==> src/pkg/dspreg_pkg.sv <==
// Purpose : Shared constants and carriers for the DSP peripheral register bank
// Assumes : Word-addressed 16-bit core data bus, one clock domain
// Notes   : Offsets are core data-space word addresses
`default_nettype none
package dspreg_pkg;
  localparam int unsigned ADDR_W = 16;
  localparam int unsigned DATA_W = 16;

  // ----------------------------------------------------------------------
  // Register map
  // ----------------------------------------------------------------------
  localparam logic [15:0] HOST_REG_BASE = 16'hc000;
  localparam logic [15:0] HOST_REG_LAST = 16'hc00f;
  localparam logic [15:0] ADR_CAPTURE   = 16'hc010;
  localparam logic [15:0] ADR_SERIAL    = 16'hc011;
  localparam logic [15:0] ADR_REQUEST   = 16'hc012;
  localparam logic [15:0] ADR_RATE_LO   = 16'hc013;
  localparam logic [15:0] ADR_RATE_HI   = 16'hc014;
  localparam logic [15:0] ADR_LEFT      = 16'hc015;
  localparam logic [15:0] ADR_RIGHT     = 16'hc016;
  localparam logic [15:0] ADR_PIN_DIR   = 16'hc017;
  localparam logic [15:0] ADR_PIN_IN    = 16'hc018;
  localparam logic [15:0] ADR_PIN_OUT   = 16'hc019;

  // ----------------------------------------------------------------------
  // Field layout and timing
  // ----------------------------------------------------------------------
  localparam int unsigned CAP_WRITE_BIT  = 4;
  localparam int unsigned RATE_HI_W      = 5;
  localparam int unsigned DOUBLER_BIT    = 4;
  localparam int unsigned ACC_W          = 26;
  localparam int unsigned TICK_DIV       = 4;
  localparam int unsigned GPIO_W         = 4;
  localparam logic [15:0] RESET_VALUE    = 16'h0000;

  // Host control-port access event
  typedef struct packed {
    logic       valid;
    logic       write;
    logic [3:0] index;
  } dspreg_host_acc_s;

  // Core data-bus request
  typedef struct packed {
    logic                rd;
    logic                wr;
    logic [ADDR_W-1:0]   addr;
    logic [DATA_W-1:0]   wdata;
  } dspreg_bus_req_s;
endpackage
`default_nettype wire

==> src/rtl/dspreg_bank.sv <==
// Purpose : Hardware register space of the embedded DSP core
// Assumes : Inputs synchronous to clk; host register file lives outside
// Notes   : Read data is registered, one cycle after the read strobe
//
// How it works
// - Host registers forwarded at c000..c00f
// - Read-only last host access capture
// - Capture bit 4 set on writes
// - Capture bits 3:0 hold accessed index
// - Serial word, earlier byte in upper half
// - Write bit 0 drives request pin
// - Every fourth cycle add rate increment
// - Overflow loads samples, pulses DAC request
// - Rate-high bit 4 enables clock doubler
// - Rate-low register holds sixteen LSBs
// - Five-bit rate-high register, doubler plus MSBs
// - Left and right sample registers
// - Direction bit one makes pin output
// - Input register reads live pin levels
// - Output register drives output pins
// - Output bits kept while pin is input
// - Pin port raises no interrupt
`default_nettype none
module dspreg_bank
  import dspreg_pkg::*;
#(
  parameter int unsigned ACC_BITS = ACC_W   // Rate accumulator width
) (
  input  wire logic                         clk,            // 50 MHz clock
  input  wire logic                         rst_b,          // Async reset, low
  input  wire dspreg_pkg::dspreg_bus_req_s  bus_req,        // Core bus request
  output logic [dspreg_pkg::DATA_W-1:0]     bus_rdata,      // Registered read data
  output logic                              host_sel,       // Host register access
  output logic [3:0]                        host_index,     // Host register index
  input  wire logic [dspreg_pkg::DATA_W-1:0] host_rdata,    // Host register data
  input  wire dspreg_pkg::dspreg_host_acc_s host_acc,       // Host access event
  input  wire logic                         serial_valid,   // Serial byte strobe
  input  wire logic [7:0]                   serial_byte,    // Serial byte
  output logic                              data_request_pin, // Request pin level
  output logic                              dac_load,       // Sample load pulse
  output logic                              dac_irq,        // DAC request pulse
  output logic [dspreg_pkg::DATA_W-1:0]     dac_left,       // Loaded left sample
  output logic [dspreg_pkg::DATA_W-1:0]     dac_right,      // Loaded right sample
  output logic                              doubler_en,     // Clock doubler enable
  input  wire logic [3:0]                   gpio_in,        // Pin levels
  output logic [3:0]                        gpio_out,       // Pin drive levels
  output logic [3:0]                        gpio_oe         // Pin drive enables
);
  import dspreg_pkg::*;

  // Elaboration guard: the increment is 20 bits wide, so a narrower accumulator would lose them
  if (ACC_BITS < 21 || ACC_BITS > 32) begin : g_acc_bits_check
    $error("ACC_BITS out of range");
  end
  // Tick counter is two bits wide, so only a divide by four is served
  if (TICK_DIV != 4) begin : g_tick_div_check
    $error("TICK_DIV must be four");
  end

  // ----------------------------------------------------------------------
  // Reset release
  // ----------------------------------------------------------------------
  logic rst_meta;
  logic rst_n;
  always_ff @(posedge clk or negedge rst_b) begin
    if (!rst_b) begin
      rst_meta <= 1'b0;
      rst_n    <= 1'b0;
    end else begin
      rst_meta <= 1'b1;
      rst_n    <= rst_meta;
    end
  end

  // ----------------------------------------------------------------------
  // Address decode
  // ----------------------------------------------------------------------
  logic [15:0] addr;
  logic        wr;
  logic        rd;
  logic        wr_request;
  logic        wr_rate_lo;
  logic        wr_rate_hi;
  logic        wr_left;
  logic        wr_right;
  logic        wr_dir;
  logic        wr_out;
  assign addr       = bus_req.addr;
  assign wr         = bus_req.wr;
  assign rd         = bus_req.rd;
  assign host_sel   = (rd | wr) && addr >= HOST_REG_BASE && addr <= HOST_REG_LAST;
  assign host_index = addr[3:0];
  assign wr_request = wr && addr == ADR_REQUEST;
  assign wr_rate_lo = wr && addr == ADR_RATE_LO;
  assign wr_rate_hi = wr && addr == ADR_RATE_HI;
  assign wr_left    = wr && addr == ADR_LEFT;
  assign wr_right   = wr && addr == ADR_RIGHT;
  assign wr_dir     = wr && addr == ADR_PIN_DIR;
  assign wr_out     = wr && addr == ADR_PIN_OUT;

  // ----------------------------------------------------------------------
  // Registers
  // ----------------------------------------------------------------------
  logic [5:0]           capture;
  logic [15:0]          serial_word;
  logic [15:0]          rate_lo;
  logic [RATE_HI_W-1:0] rate_hi;
  logic [15:0]          left_s;
  logic [15:0]          right_s;
  logic [3:0]           pin_dir;
  logic [3:0]           pin_out;

  // Host access capture
  always_ff @(posedge clk or negedge rst_n) begin
    if (!rst_n) begin
      capture <= 6'h00;
    end else if (host_acc.valid) begin
      capture <= {1'b0, host_acc.write, host_acc.index};
    end
  end

  // Serial shift, newest byte lands low
  always_ff @(posedge clk or negedge rst_n) begin
    if (!rst_n) begin
      serial_word <= RESET_VALUE;
    end else if (serial_valid) begin
      serial_word <= {serial_word[7:0], serial_byte};
    end
  end

  // Request pin level
  always_ff @(posedge clk or negedge rst_n) begin
    if (!rst_n) begin
      data_request_pin <= 1'b0;
    end else if (wr_request) begin
      data_request_pin <= bus_req.wdata[0];
    end
  end

  // Rate and sample registers
  always_ff @(posedge clk or negedge rst_n) begin
    if (!rst_n) begin
      rate_lo <= RESET_VALUE;
      rate_hi <= '0;
      left_s  <= RESET_VALUE;
      right_s <= RESET_VALUE;
    end else begin
      if (wr_rate_lo) rate_lo <= bus_req.wdata;
      if (wr_rate_hi) rate_hi <= bus_req.wdata[RATE_HI_W-1:0];
      if (wr_left)    left_s  <= bus_req.wdata;
      if (wr_right)   right_s <= bus_req.wdata;
    end
  end
  assign doubler_en = rate_hi[DOUBLER_BIT];

  // Pin port; output bits persist regardless of direction, no irq path
  always_ff @(posedge clk or negedge rst_n) begin
    if (!rst_n) begin
      pin_dir <= 4'h0;
      pin_out <= 4'h0;
    end else begin
      if (wr_dir) pin_dir <= bus_req.wdata[GPIO_W-1:0];
      if (wr_out) pin_out <= bus_req.wdata[GPIO_W-1:0];
    end
  end
  assign gpio_oe  = pin_dir;
  assign gpio_out = pin_out & pin_dir;

  // ----------------------------------------------------------------------
  // Rate accumulator
  // ----------------------------------------------------------------------
  logic [1:0]          tick_cnt;
  logic                tick;
  logic [ACC_BITS:0]   acc_sum;
  logic [ACC_BITS-1:0] acc;
  logic [ACC_BITS-1:0] increment;
  assign tick      = tick_cnt == 2'(TICK_DIV - 1);
  assign increment = ACC_BITS'({rate_hi[3:0], rate_lo});
  assign acc_sum   = {1'b0, acc} + {1'b0, increment};

  // Wrap keeps the residue so long-run rate is exact
  always_ff @(posedge clk or negedge rst_n) begin
    if (!rst_n) begin
      tick_cnt <= 2'h0;
      acc      <= '0;
      dac_load <= 1'b0;
      dac_irq  <= 1'b0;
    end else begin
      tick_cnt <= tick_cnt + 2'h1;
      dac_load <= tick & acc_sum[ACC_BITS];
      dac_irq  <= tick & acc_sum[ACC_BITS];
      if (tick) acc <= acc_sum[ACC_BITS-1:0];
    end
  end

  // Sample latch into the converter
  always_ff @(posedge clk or negedge rst_n) begin
    if (!rst_n) begin
      dac_left  <= RESET_VALUE;
      dac_right <= RESET_VALUE;
    end else if (tick && acc_sum[ACC_BITS]) begin
      dac_left  <= left_s;
      dac_right <= right_s;
    end
  end

  // ----------------------------------------------------------------------
  // Read mux, unmapped and write-only read as zero
  // ----------------------------------------------------------------------
  logic [15:0] rd_mux;
  assign rd_mux = host_sel               ? host_rdata :
                  addr == ADR_CAPTURE    ? {10'h000, capture} :
                  addr == ADR_SERIAL     ? serial_word :
                  addr == ADR_RATE_LO    ? rate_lo :
                  addr == ADR_RATE_HI    ? {11'h000, rate_hi} :
                  addr == ADR_LEFT       ? left_s :
                  addr == ADR_RIGHT      ? right_s :
                  addr == ADR_PIN_DIR    ? {12'h000, pin_dir} :
                  addr == ADR_PIN_IN     ? {12'h000, gpio_in} :
                  addr == ADR_PIN_OUT    ? {12'h000, pin_out} : 16'h0000;

  always_ff @(posedge clk or negedge rst_n) begin
    if (!rst_n) begin
      bus_rdata <= RESET_VALUE;
    end else if (rd) begin
      bus_rdata <= rd_mux;
    end
  end
endmodule
`default_nettype wire

==> config.mk <==
export PLATFORM = sky130hd
export DESIGN_NAME = dspreg_bank
export DESIGN_NICKNAME = d
export VERILOG_FILES = /design/src/pkg/dspreg_pkg.sv /design/src/rtl/dspreg_bank.sv
export SDC_FILE = /design/constraint.sdc
export NUM_CORES = 1
export LEC_CHECK = 0
export ABC_CLOCK_PERIOD_IN_PS = 4400
export BUFFER_PORTS_ARGS = -buffer_cell sky130_fd_sc_hd__buf_4
export CAP_MARGIN = 20
export CORE_MARGIN = 3
export CORE_UTILIZATION = 51
export DETAILED_ROUTE_END_ITERATION = 7
export PLACE_DENSITY_LB_ADDON = 0.12
export REMOVE_ABC_BUFFERS = 1
export SLEW_MARGIN = 20
export SYNTH_ARGS = -nofsm -noshare
export SYNTH_HDL_FRONTEND = slang
export SYNTH_SLANG_ARGS = --single-unit
==> constraint.sdc <==
create_clock -name clk -period 4.4 [get_ports clk]
set_input_delay 0.44 -clock clk [delete_from_list [all_inputs] [get_ports clk]]
set_output_delay 0.44 -clock clk [all_outputs]
set_load 0.01 [all_outputs]
==> metrics.md, run 1 <==
| Metric | Value |
|---|---|
| Post-cts resize count | `0` |
| Vias in the first global route | `6,204` |
| Crit-path max FO | `32` |
| Worst Path Required | `4720 ps` |
| Tightest hold margin | `236 ps` |
| CTS H-tree depth | `4` |
| Die footprint | `0.0174 mm2` |
| Critical path cell sequence | `ha_1, fa_1, a211oi_2, o211ai_2, and4_4, nor4b_4, nor3_4, buf_4, mux2_2` |
| Largest net degree at the start of global routing | `87` |
| Place WS | `1350 ps` |
| Worst path max stage delay | `450 ps` |
| Layout Nets | `914` |
| Synth warnings | `0` |
| GP Congestion | `0.925` |
| Critical path class | `reg -> reg` |
| Worst path slowest cell | `fa_1` |
| Fin. Hold Viols | `0` |
| Number of distinct library cells after synthesis | `66` |
| Maxcap violations | `0` |
| Total gr overflow | `0` |
| Multi-input logic area | `0.00381 mm2` |
| Core area | `0.0154 mm2` |
| Fin crit period | `3060 ps` |
| Lkg Pwr | `4.80 nW` |
| DR WL/cell | `20.2 um` |
| Antenna fix cells | `0` |
| Post-DP HPWL | `15.3 mm` |
| Critical path arrival | `3370 ps` |
| Total Wirelength | `21.1 mm` |
| Longest Clk Path Bufs | `2` |
| Reg clk slew, reported paths | `80 ps` |
| Finished Layout Cells | `1,045` |
| Synth async-reset ratio | `1.00` |
| Most used DFF post-synth | `dfrtp_1` |
| Max VDD drop | `0.000299 V` |
| Global-route wire length before repair | `34.0 mm` |
| Setup Skew | `12.4 ps` |
| Post-route clock period utilization | `0.694` |
| Number of synthesized flops with an enable pin | `0` |
| Area growth, synth to finish | `22.7%` |
| Cells after Synth | `691` |
| Measured slew at the worst slew-check pin | `857 ps` |
| PD cells | `330 mW/mm2` |
| Vias per cell | `5.88` |
| Status | `finished, final reports clean` |
| Post-synthesis sequential area ratio | `0.501` |
| Proportion of layout cells with a drive suffix above 1 | `0.384` |
| Seq cells post-synth | `162` |
| Area taken by flip-flops and latches | `0.00406 mm2` |
| GRT Total Usage | `0.248` |
| Unrepaired setup endpoints after global routing | `no` |
| Antenna violations before repair | `0` |
| Average cell area after synthesis | `11.7 um2` |
| Finished Core Util | `0.646` |
| Violation count after the first detailed-routing iteration | `457` |
| DIE HEIGHT | `132 um` |
| Fin. max-slew vios | `0` |
| Critical path endpoint category | `flop` |
| Slew Limit Headroom | `0.427` |
| Post-route DRC | `0` |
| CTS tree | `yes` |
| Starting density of the core | `0.526` |
| Drt first pass iters | `7` |
| Achievable Freq | `0.327 GHz` |
| Clk_lat worst skew | `440 ps` |
| Die Wd | `132 um` |
| Top-level I/O count | `136` |
| Worst hold path type | `in -> reg` |
| Cell Area, Synth | `0.00809 mm2` |
| Final number of setup-violating endpoints | `0` |
| Port Buffers | `135` |
| Vias | `6,142` |
| Setup crit start kind | `flop` |
| Num rows | `45` |
| Final ANT Viol Nets | `0` |
| Sink Count | `162` |
| Worst Setup Slack, final | `1340 ps` |
| Placed Cells | `1,010` |
| Clock root buffer | `clkbuf_16` |
| Fillers | `1,181` |
| Num CTS Buffers | `17` |
==> placed cells by master, fill, tap and decap left out, types with 6 or more instances in the layout <==
master     instances
nor2_1            37
nor4_1             6
ha_1              21
nand2_1           37
a31oi_1           10
o21ai_0           33
mux2_2           126
clkbuf_16         17
buf_4            141
dfrtp_1          161
a21o_1            12
a22oi_1            9
a221oi_1          12
o31ai_1            6
xor2_1             7
nand3b_1           6
nand3_1           14
nor3_1            12
nand2b_1           7
inv_1             14
a21oi_1           31
xnor2_1           12
==> cell families after synthesis <==
| group | share of synthesized area |
|---|---|
| AO/OA/AOI/OAI | 0.127 |
| XOR/XNOR | 0.0206 |
| adder cells (fa/ha/maj) | 0.0349 |
| buffers and inverters | 0.0281 |
| flip-flops | 0.501 |
| multiplexers | 0.179 |
| other | 0.000463 |
| AND/OR/NAND/NOR | 0.109 |
==> through the flow <==
step | area [um2] | TNS (ps) | power (mW)
finish | 9930 | 0 | 3.28
global route | 9930 | 0 | 3.40
CTS | 9890 | 0 | 3.29
detailed placement | 9260 | 0 | 1.77
global placement | 9260 | 0 | 1.77
floorplan | 7920 | -71700 | 1.64
==> final cells by class <==
class                      count  area share
clock inverter                15      0.0190
tap                          211      0.0266
sequential                   162       0.409
multi-input combinational    481       0.384
inverter                      14     0.00529
timing repair buffer         145       0.114
clock buffer                  17      0.0428
==> state kept, by name, indices dropped and copies added (netlist names), 4 cells and up <==
name,flops
bus_rdata,16
gpio_oe,4
rate_lo,16
right_s,16
pin_out,4
rate_hi,5
serial_word,16
left_s,16
acc,26
capture,5
dac_left,16
dac_right,16
==> Yosys cell counts (2+ instances only) <==
library cell / instances / share of area
a2111oi_0: 2 / 0.0022
a211oi_1: 5 / 0.0046
a21o_1: 12 / 0.011
a21oi_1: 31 / 0.019
a221o_1: 4 / 0.0049
a221oi_1: 12 / 0.013
a222oi_1: 5 / 0.0062
a22o_1: 3 / 0.0032
a22oi_1: 9 / 0.0083
a31oi_1: 10 / 0.0077
and2_1: 5 / 0.0039
and3_1: 2 / 0.0015
buf_1: 3 / 0.0014
buf_2: 5 / 0.0031
buf_4: 5 / 0.0046
buf_6: 3 / 0.0042
clkbuf_1: 18 / 0.0083
dfrtp_1: 162 / 0.50
ha_1: 21 / 0.032
inv_1: 14 / 0.0065
mux2_2: 126 / 0.18
mux2i_1: 3 / 0.0037
nand2_1: 37 / 0.017
nand2b_1: 7 / 0.0054
nand3_1: 14 / 0.0087
nand3_2: 2 / 0.0025
nand3b_1: 6 / 0.0056
nand4_1: 5 / 0.0039
nor2_1: 37 / 0.017
nor2b_1: 4 / 0.0031
nor3_1: 12 / 0.0074
nor4_1: 6 / 0.0046
o21a_1: 5 / 0.0046
o21ai_0: 33 / 0.020
o21bai_1: 4 / 0.0037
o31ai_1: 6 / 0.0056
or2_2: 3 / 0.0023
or3_1: 4 / 0.0031
or4_4: 2 / 0.0028
xnor2_1: 12 / 0.013
xor2_1: 7 / 0.0076
==> what timing repair did <==
action | 4_1_cts | 5_1_grt
endpoints found under the hold margin | 2 | 0
setup buffers | 0 | 0
hold buffers | 1 | 0
setup endpoints to repair | 0 | 0
==> final timing paths <==
check	from	end	slack, ps	depth (start not counted)
max in group asynchronous	rst_n	acc[16]	3360	1
max	rate_lo[0]	dac_right[1]	1340	9
min	host_acc[4]	capture[4]	240	2
min in group asynchronous	rst_n	dac_right[7]	280	0
min reg2reg	rst_n	dac_right[7]	280	0
max reg2reg	rate_lo[0]	dac_right[1]	1340	9
==> report_power, final <==
group	total [mW]	leakage, nW	switching [mW]	internal [mW]
registers	1.55	2.15	0.0332	1.52
logic	0.192	2.36	0.0994	0.0922
clock network	1.53	0.295	0.711	0.819
==> worst max-delay path, delay by kind of cell (launching register included) <==
family	cells	cell delay, ps
flops	1	400
compound gates	2	470
mux	1	340
fa+ha+maj	2	690
simple gates	3	740
buf+inv	1	300
==> metal layers <==
layer  vias to the layer above  GRT usage  wire, um
li1                       2844          -         -
met1                      3065      0.349      9350
met2                       211      0.387     10000
met3                        22     0.0618      1430
met4                         0     0.0636       263
met5                         -          0         0
No activity file was read; power rests on OpenSTA's default activity.
==> inputs of run 2 (changes only) <==
--- a/config.mk
+++ b/config.mk
@@ -5,7 +5,7 @@
 export SDC_FILE = /design/constraint.sdc
 export NUM_CORES = 1
 export LEC_CHECK = 0
-export ABC_CLOCK_PERIOD_IN_PS = 4400
+export ABC_CLOCK_PERIOD_IN_PS = 2650
 export BUFFER_PORTS_ARGS = -buffer_cell sky130_fd_sc_hd__buf_4
 export CAP_MARGIN = 20
 export CORE_MARGIN = 3
==> constraint.sdc (replaced) <==
create_clock -name clk -period 2.65 [get_ports clk]
set_input_delay 0.265 -clock clk [delete_from_list [all_inputs] [get_ports clk]]
set_output_delay 0.265 -clock clk [all_outputs]
set_load 0.01 [all_outputs]
==> metrics.md, run 2 (same netlist as run 1, synthesis figures left out) <==
| Metric | Value |
|---|---|
| Reg clk slew, reported paths | `70 ps` |
| Post-route clock period utilization | `0.997` |
| DR WL/cell | `21.1 um` |
| Status | `finished, final reports clean` |
| Slew Limit Headroom | `0.557` |
| Achievable Freq | `0.378 GHz` |
| Most frequent cells in the layout | `dfrtp_1, buf_4, mux2_2, nand2_1, nor2_1` |
| Worst path slowest cell | `dfrtp_1` |
| Fin crit period | `2640 ps` |
| Vias | `6,344` |
| Hold path depth | `2` |
| Antenna violations before repair | `0` |
| Setup crit start kind | `flop` |
| Post-route DRC | `0` |
| Die Wd | `132 um` |
| Critical path cell sequence | `ha_4, fa_2, a211oi_4, o211ai_2, and4_4, nor4b_4, nor3_4, clkbuf_16, mux2_2` |
| Lkg Pwr | `4.90 nW` |
| Longest Clk Path Bufs | `2` |
| Top-level I/O count | `136` |
| Total gr overflow | `0` |
| Fin. max-slew vios | `0` |
| Place WS | `-48.5 ps` |
| Area growth, synth to finish | `26.4%` |
| R2R depth | `9` |
| Total Wirelength | `22.5 mm` |
| Num CTS Buffers | `17` |
| Clock root buffer | `clkbuf_16` |
| Maxcap violations | `0` |
| Num rows | `45` |
| Sink Count | `162` |
| Top reg by flops | `acc` |
| Core area | `0.0154 mm2` |
| Fin. Hold Viols | `0` |
| Unrepaired setup endpoints after global routing | `yes` |
| Vias per cell | `5.94` |
| Port Buffers | `135` |
| Number of flip-flops in the largest register | `26` |
| Layout Nets | `937` |
| Tightest hold margin | `59.9 ps` |
| Crit path launch | `acc[0]` |
| CTS H-tree depth | `4` |
| Reg-to-Reg Start | `acc[0]` |
| Max VDD drop | `0.000463 V` |
| Proportion of layout cells with a drive suffix above 1 | `0.415` |
| Met3 Usage GRT | `0.0771` |
| Dpl cell area | `0.00945 mm2` |
| Critical path class | `reg -> reg` |
| Antenna fix cells | `0` |
| Worst Hold Launch | `serial_byte[7]` |
| Worst Setup Slack, final | `7.81 ps` |
| Worst path max stage delay | `420 ps` |
| GRT Total Usage | `0.256` |
| Setup slack, reg-to-reg | `8 ps` |
| RR Endpoint | `dac_left[13]` |
| Largest net degree at the start of global routing | `53` |
| GP Congestion | `0.940` |
| WHS Endpoint | `serial_word[7]` |
| Crit-path max FO | `5` |
| PD cells | `517 mW/mm2` |
| Global-route wire length before repair | `35.4 mm` |
| Met2 Use GR | `0.380` |
| Measured slew at the worst slew-check pin | `659 ps` |
| Vias in the first global route | `6,475` |
| Worst hold path type | `in -> reg` |
| Gr busiest metal | `met2` |
| CTS tree | `yes` |
| Clk_lat worst skew | `440 ps` |
| Final number of setup-violating endpoints | `0` |
| Post-DP HPWL | `15.9 mm` |
| Drt first pass iters | `5` |
| Final ANT Viol Nets | `0` |
| DIE HEIGHT | `132 um` |
| Worst Path Required | `2960 ps` |
| Die footprint | `0.0174 mm2` |
| Critical path endpoint category | `flop` |
| Most common cell after layout, fill and taps aside | `dfrtp_1` |
| Critical path arrival | `2960 ps` |
| Post-route cell area | `0.0102 mm2` |
| Global routing usage on met1 | `0.360` |
| Setup Skew | `11.9 ps` |
| Violation count after the first detailed-routing iteration | `533` |
| Starting density of the core | `0.526` |
run 2: report_power, final:
part	switching (mW)	total (mW)	internal, mW
registers	0.0573	2.58	2.53
clock network	1.14	2.39	1.25
logic	0.165	0.319	0.154
total	1.36	5.29	3.93
run 2: what timing repair did:
item	4_1_cts	5_1_grt
setup buffers	1	3
hold buffers	1	0
pin swaps	2	10
gates resized for setup	1	19
setup endpoints to repair	32	40
hold endpoints to repair	2	0
cloned	0	3
run 2: worst max path at each step:
stage	slack (ps)	to	cells past startpoint
after floorplan	-2200	acc[0]	0
after global placement	-0.4	dac_left[8]	9
after detailed placement	-50	dac_left[6]	9
after CTS	7	dac_left[13]	9
after global routing	-80	dac_left[13]	9
final	8	dac_left[13]	9
run 2: critical path: cells and delay by family, from the launching register on:
kind,cells,cell delay [ps]
multiplexers,1,270
buffers and inverters,1,210
flip-flops,1,420
adder cells (fa/ha/maj),2,600
AND/OR/NAND/NOR,3,650
AO/OA/AOI/OAI,2,370
run 2: metrics by stage:
| stage | power (mW) | util | setup TNS [ps] | instances |
|---|---|---|---|---|
| finish | 5.29 | 0.666 | 0 | 1068 |
| global route | 5.48 | 0.666 | -1900 | 1068 |
| CTS | 5.34 | 0.653 | 0 | 1062 |
| detailed placement | 2.95 | 0.615 | -892 | 1028 |
| global placement | 2.94 | 0.615 | -0.628 | 1028 |
| floorplan | 2.73 | - | -357850 | 657 |
run 2: final cells by class:
| type | count | area (um2) |
|---|---|---|
| clock buffer | 18 | 429 |
| clock inverter | 14 | 141 |
| fill | 1177 | 5140 |
| multi-input combinational | 481 | 3920 |
| sequential | 162 | 4060 |
| timing repair buffer | 168 | 1370 |
| tap | 211 | 264 |
| inverter | 14 | 52.6 |
run 2: routing by layer:
layer | share of wire | routed length (um)
met5 | 0 | 0
met1 | 0.44 | 9960
met4 | 0.025 | 558
met2 | 0.46 | 10400
met3 | 0.068 | 1530
==> inputs of run 3 (changes only) <==
--- a/config.mk
+++ b/config.mk
@@ -5,10 +5,9 @@
 export SDC_FILE = /design/constraint.sdc
 export NUM_CORES = 1
 export LEC_CHECK = 0
-export ABC_CLOCK_PERIOD_IN_PS = 2650
 export BUFFER_PORTS_ARGS = -buffer_cell sky130_fd_sc_hd__buf_4
 export CAP_MARGIN = 20
-export CORE_MARGIN = 3
+export CORE_MARGIN = 1.5
 export CORE_UTILIZATION = 51
 export DETAILED_ROUTE_END_ITERATION = 7
 export PLACE_DENSITY_LB_ADDON = 0.12
==> metrics.md, run 3 (same netlist as run 1, synthesis figures left out) <==
| Metric | Value |
|---|---|
| Status | `finished, final reports clean` |
| Post-route cell area | `0.0102 mm2` |
| Most common cell after layout, fill and taps aside | `dfrtp_1` |
| Port Buffers | `135` |
| Proportion of layout cells with a drive suffix above 1 | `0.402` |
| Crit-path max FO | `18` |
| Longest Clk Path Bufs | `2` |
| Fin. Hold Viols | `0` |
| Antenna fix cells | `0` |
| Die footprint | `0.0166 mm2` |
| CTS H-tree depth | `4` |
| CTS tree | `yes` |
| Met3 wire length | `1.23 mm` |
| Hold path depth | `2` |
| Dpl cell area | `0.00946 mm2` |
| Total gr overflow | `0` |
| GP Congestion | `0.916` |
| DR WL/cell | `20.2 um` |
| Worst hold path type | `in -> reg` |
| Setup Skew | `11.2 ps` |
| Unrepaired setup endpoints after global routing | `yes` |
| Critical path class | `reg -> reg` |
| Reg clk slew, reported paths | `70 ps` |
| Met2 Wirelength | `10.1 mm` |
| Lkg Pwr | `4.91 nW` |
| Routed length on met1 | `9.92 mm` |
| Setup crit start kind | `flop` |
| Critical path cell sequence | `ha_2, fa_2, a211oi_4, o211ai_2, and4_4, nor4b_4, nor3_4, buf_12, mux2_2` |
| GRT Total Usage | `0.275` |
| Critical path endpoint category | `flop` |
| Global-route wire length before repair | `34.5 mm` |
| Num CTS Buffers | `17` |
| Top sig layer | `met4` |
| PD cells | `549 mW/mm2` |
| Maxcap violations | `0` |
| Measured slew at the worst slew-check pin | `495 ps` |
| Number of flip-flops in the largest register | `26` |
| Antenna violations before repair | `1` |
| Most frequent cells in the layout | `dfrtp_1, buf_4, mux2_2, nand2_1, nor2_1` |
| Crit path launch | `rate_lo[0]` |
| Num rows | `45` |
| Final number of setup-violating endpoints | `0` |
| Die Wd | `129 um` |
| Fin. max-slew vios | `0` |
| Area growth, synth to finish | `25.4%` |
| Vias in the first global route | `6,268` |
| Clock root buffer | `clkbuf_16` |
| Slew Limit Headroom | `0.669` |
| Worst Setup Slack, final | `62.4 ps` |
| Place WS | `-33.0 ps` |
| Reg-to-Reg Start | `rate_lo[0]` |
| Vias per cell | `5.79` |
| Core area | `0.0154 mm2` |
| Worst path slowest cell | `dfrtp_1` |
| DIE HEIGHT | `129 um` |
| Clk_lat worst skew | `420 ps` |
| Drt first pass iters | `5` |
| Total Wirelength | `21.5 mm` |
| Layout Nets | `934` |
| Post-DP HPWL | `15.8 mm` |
| Top reg by flops | `acc` |
| Vias | `6,164` |
| Worst path max stage delay | `390 ps` |
| Violation count after the first detailed-routing iteration | `480` |
| Post-route DRC | `0` |
| Post-route clock period utilization | `0.976` |
| R2R depth | `9` |
| Starting density of the core | `0.526` |
| Worst Hold Launch | `host_acc[1]` |
| Top-level I/O count | `136` |
| Largest net degree at the start of global routing | `59` |
| Worst Path Required | `2960 ps` |
| Max VDD drop | `0.000592 V` |
| Critical path arrival | `2900 ps` |
| Fin crit period | `2590 ps` |
| Achievable Freq | `0.386 GHz` |
| Sink Count | `162` |
| Final ANT Viol Nets | `0` |
-- run 3: changes by cell type in the layout (fill, tap and decap cells not counted), moves of 2 or more --
cell       delta
bufinv_16     +3
clkbuf_16     -2
ha_1          +8
ha_2          -2
ha_4          -6
inv_6         -3
-- run 3: through the flow --
| stage | TNS [ps] | utilization | cells | hold WS (ps) | power, mW |
|---|---|---|---|---|---|
| CTS | 0 | 0.659 | 1063 | 63.7 | 5.60 |
| floorplan | -357850 | - | 657 | -30.6 | 2.73 |
| finish | 0 | 0.660 | 1065 | 71.9 | 5.57 |
| global route | -592 | 0.660 | 1065 | 55.8 | 5.77 |
| global placement | 0 | 0.615 | 1029 | 47.2 | 2.94 |
| detailed placement | -518 | 0.615 | 1029 | 48.6 | 2.95 |
-- run 3: repair_timing --
item / in CTS / in global routing
pin swaps: 2 / 5
setup endpoints to repair: 33 / 41
resized for setup: 2 / 4
hold buffers: 1 / 0
buffers inserted: 1 / 2
hold endpoints to repair: 2 / 0
-- run 3: report_power, final --
part           total (mW)  switching (mW)  leakage, nW  internal, mW
sequential           2.58          0.0535         2.15          2.53
combinational       0.327           0.171         2.45         0.155
clock                2.67            1.13        0.312          1.54
total                5.57            1.36         4.91          4.22
-- run 3: final timing paths --
check / end / slack (ps)
worst max-delay path: dac_right[7] / 60
worst min-delay path: capture[1] / 70
worst max register to register: dac_right[7] / 60
worst min register to register: dac_left[7] / 280
max in group asynchronous: dac_irq / 1660
min in group asynchronous: rst_n / 140
-- run 3: layout make-up --
class	instances	area, um2
fillers	1185	5220
flip-flops and latches	162	4060
multi-input cells	481	3830
repair buffers	165	1300
clock buffers	17	425
well taps	211	264
clock inverters	15	220
inverters	14	52.6
-- run 3: critical path, delay by kind of cell, from the launching register on --
family	cells	cell delay (ps)
buffers and inverters	1	180
AND/OR/NAND/NOR	3	620
adder cells (fa/ha/maj)	2	590
flip-flops	1	390
AO/OA/AOI/OAI	2	390
multiplexers	1	280
-- run 3: metal layers --
layer,up-vias,GRT usage
met1,3095,0.389
li1,2860,-
met2,193,0.427
met3,16,0.0636
met5,-,0
met4,0,0.0734
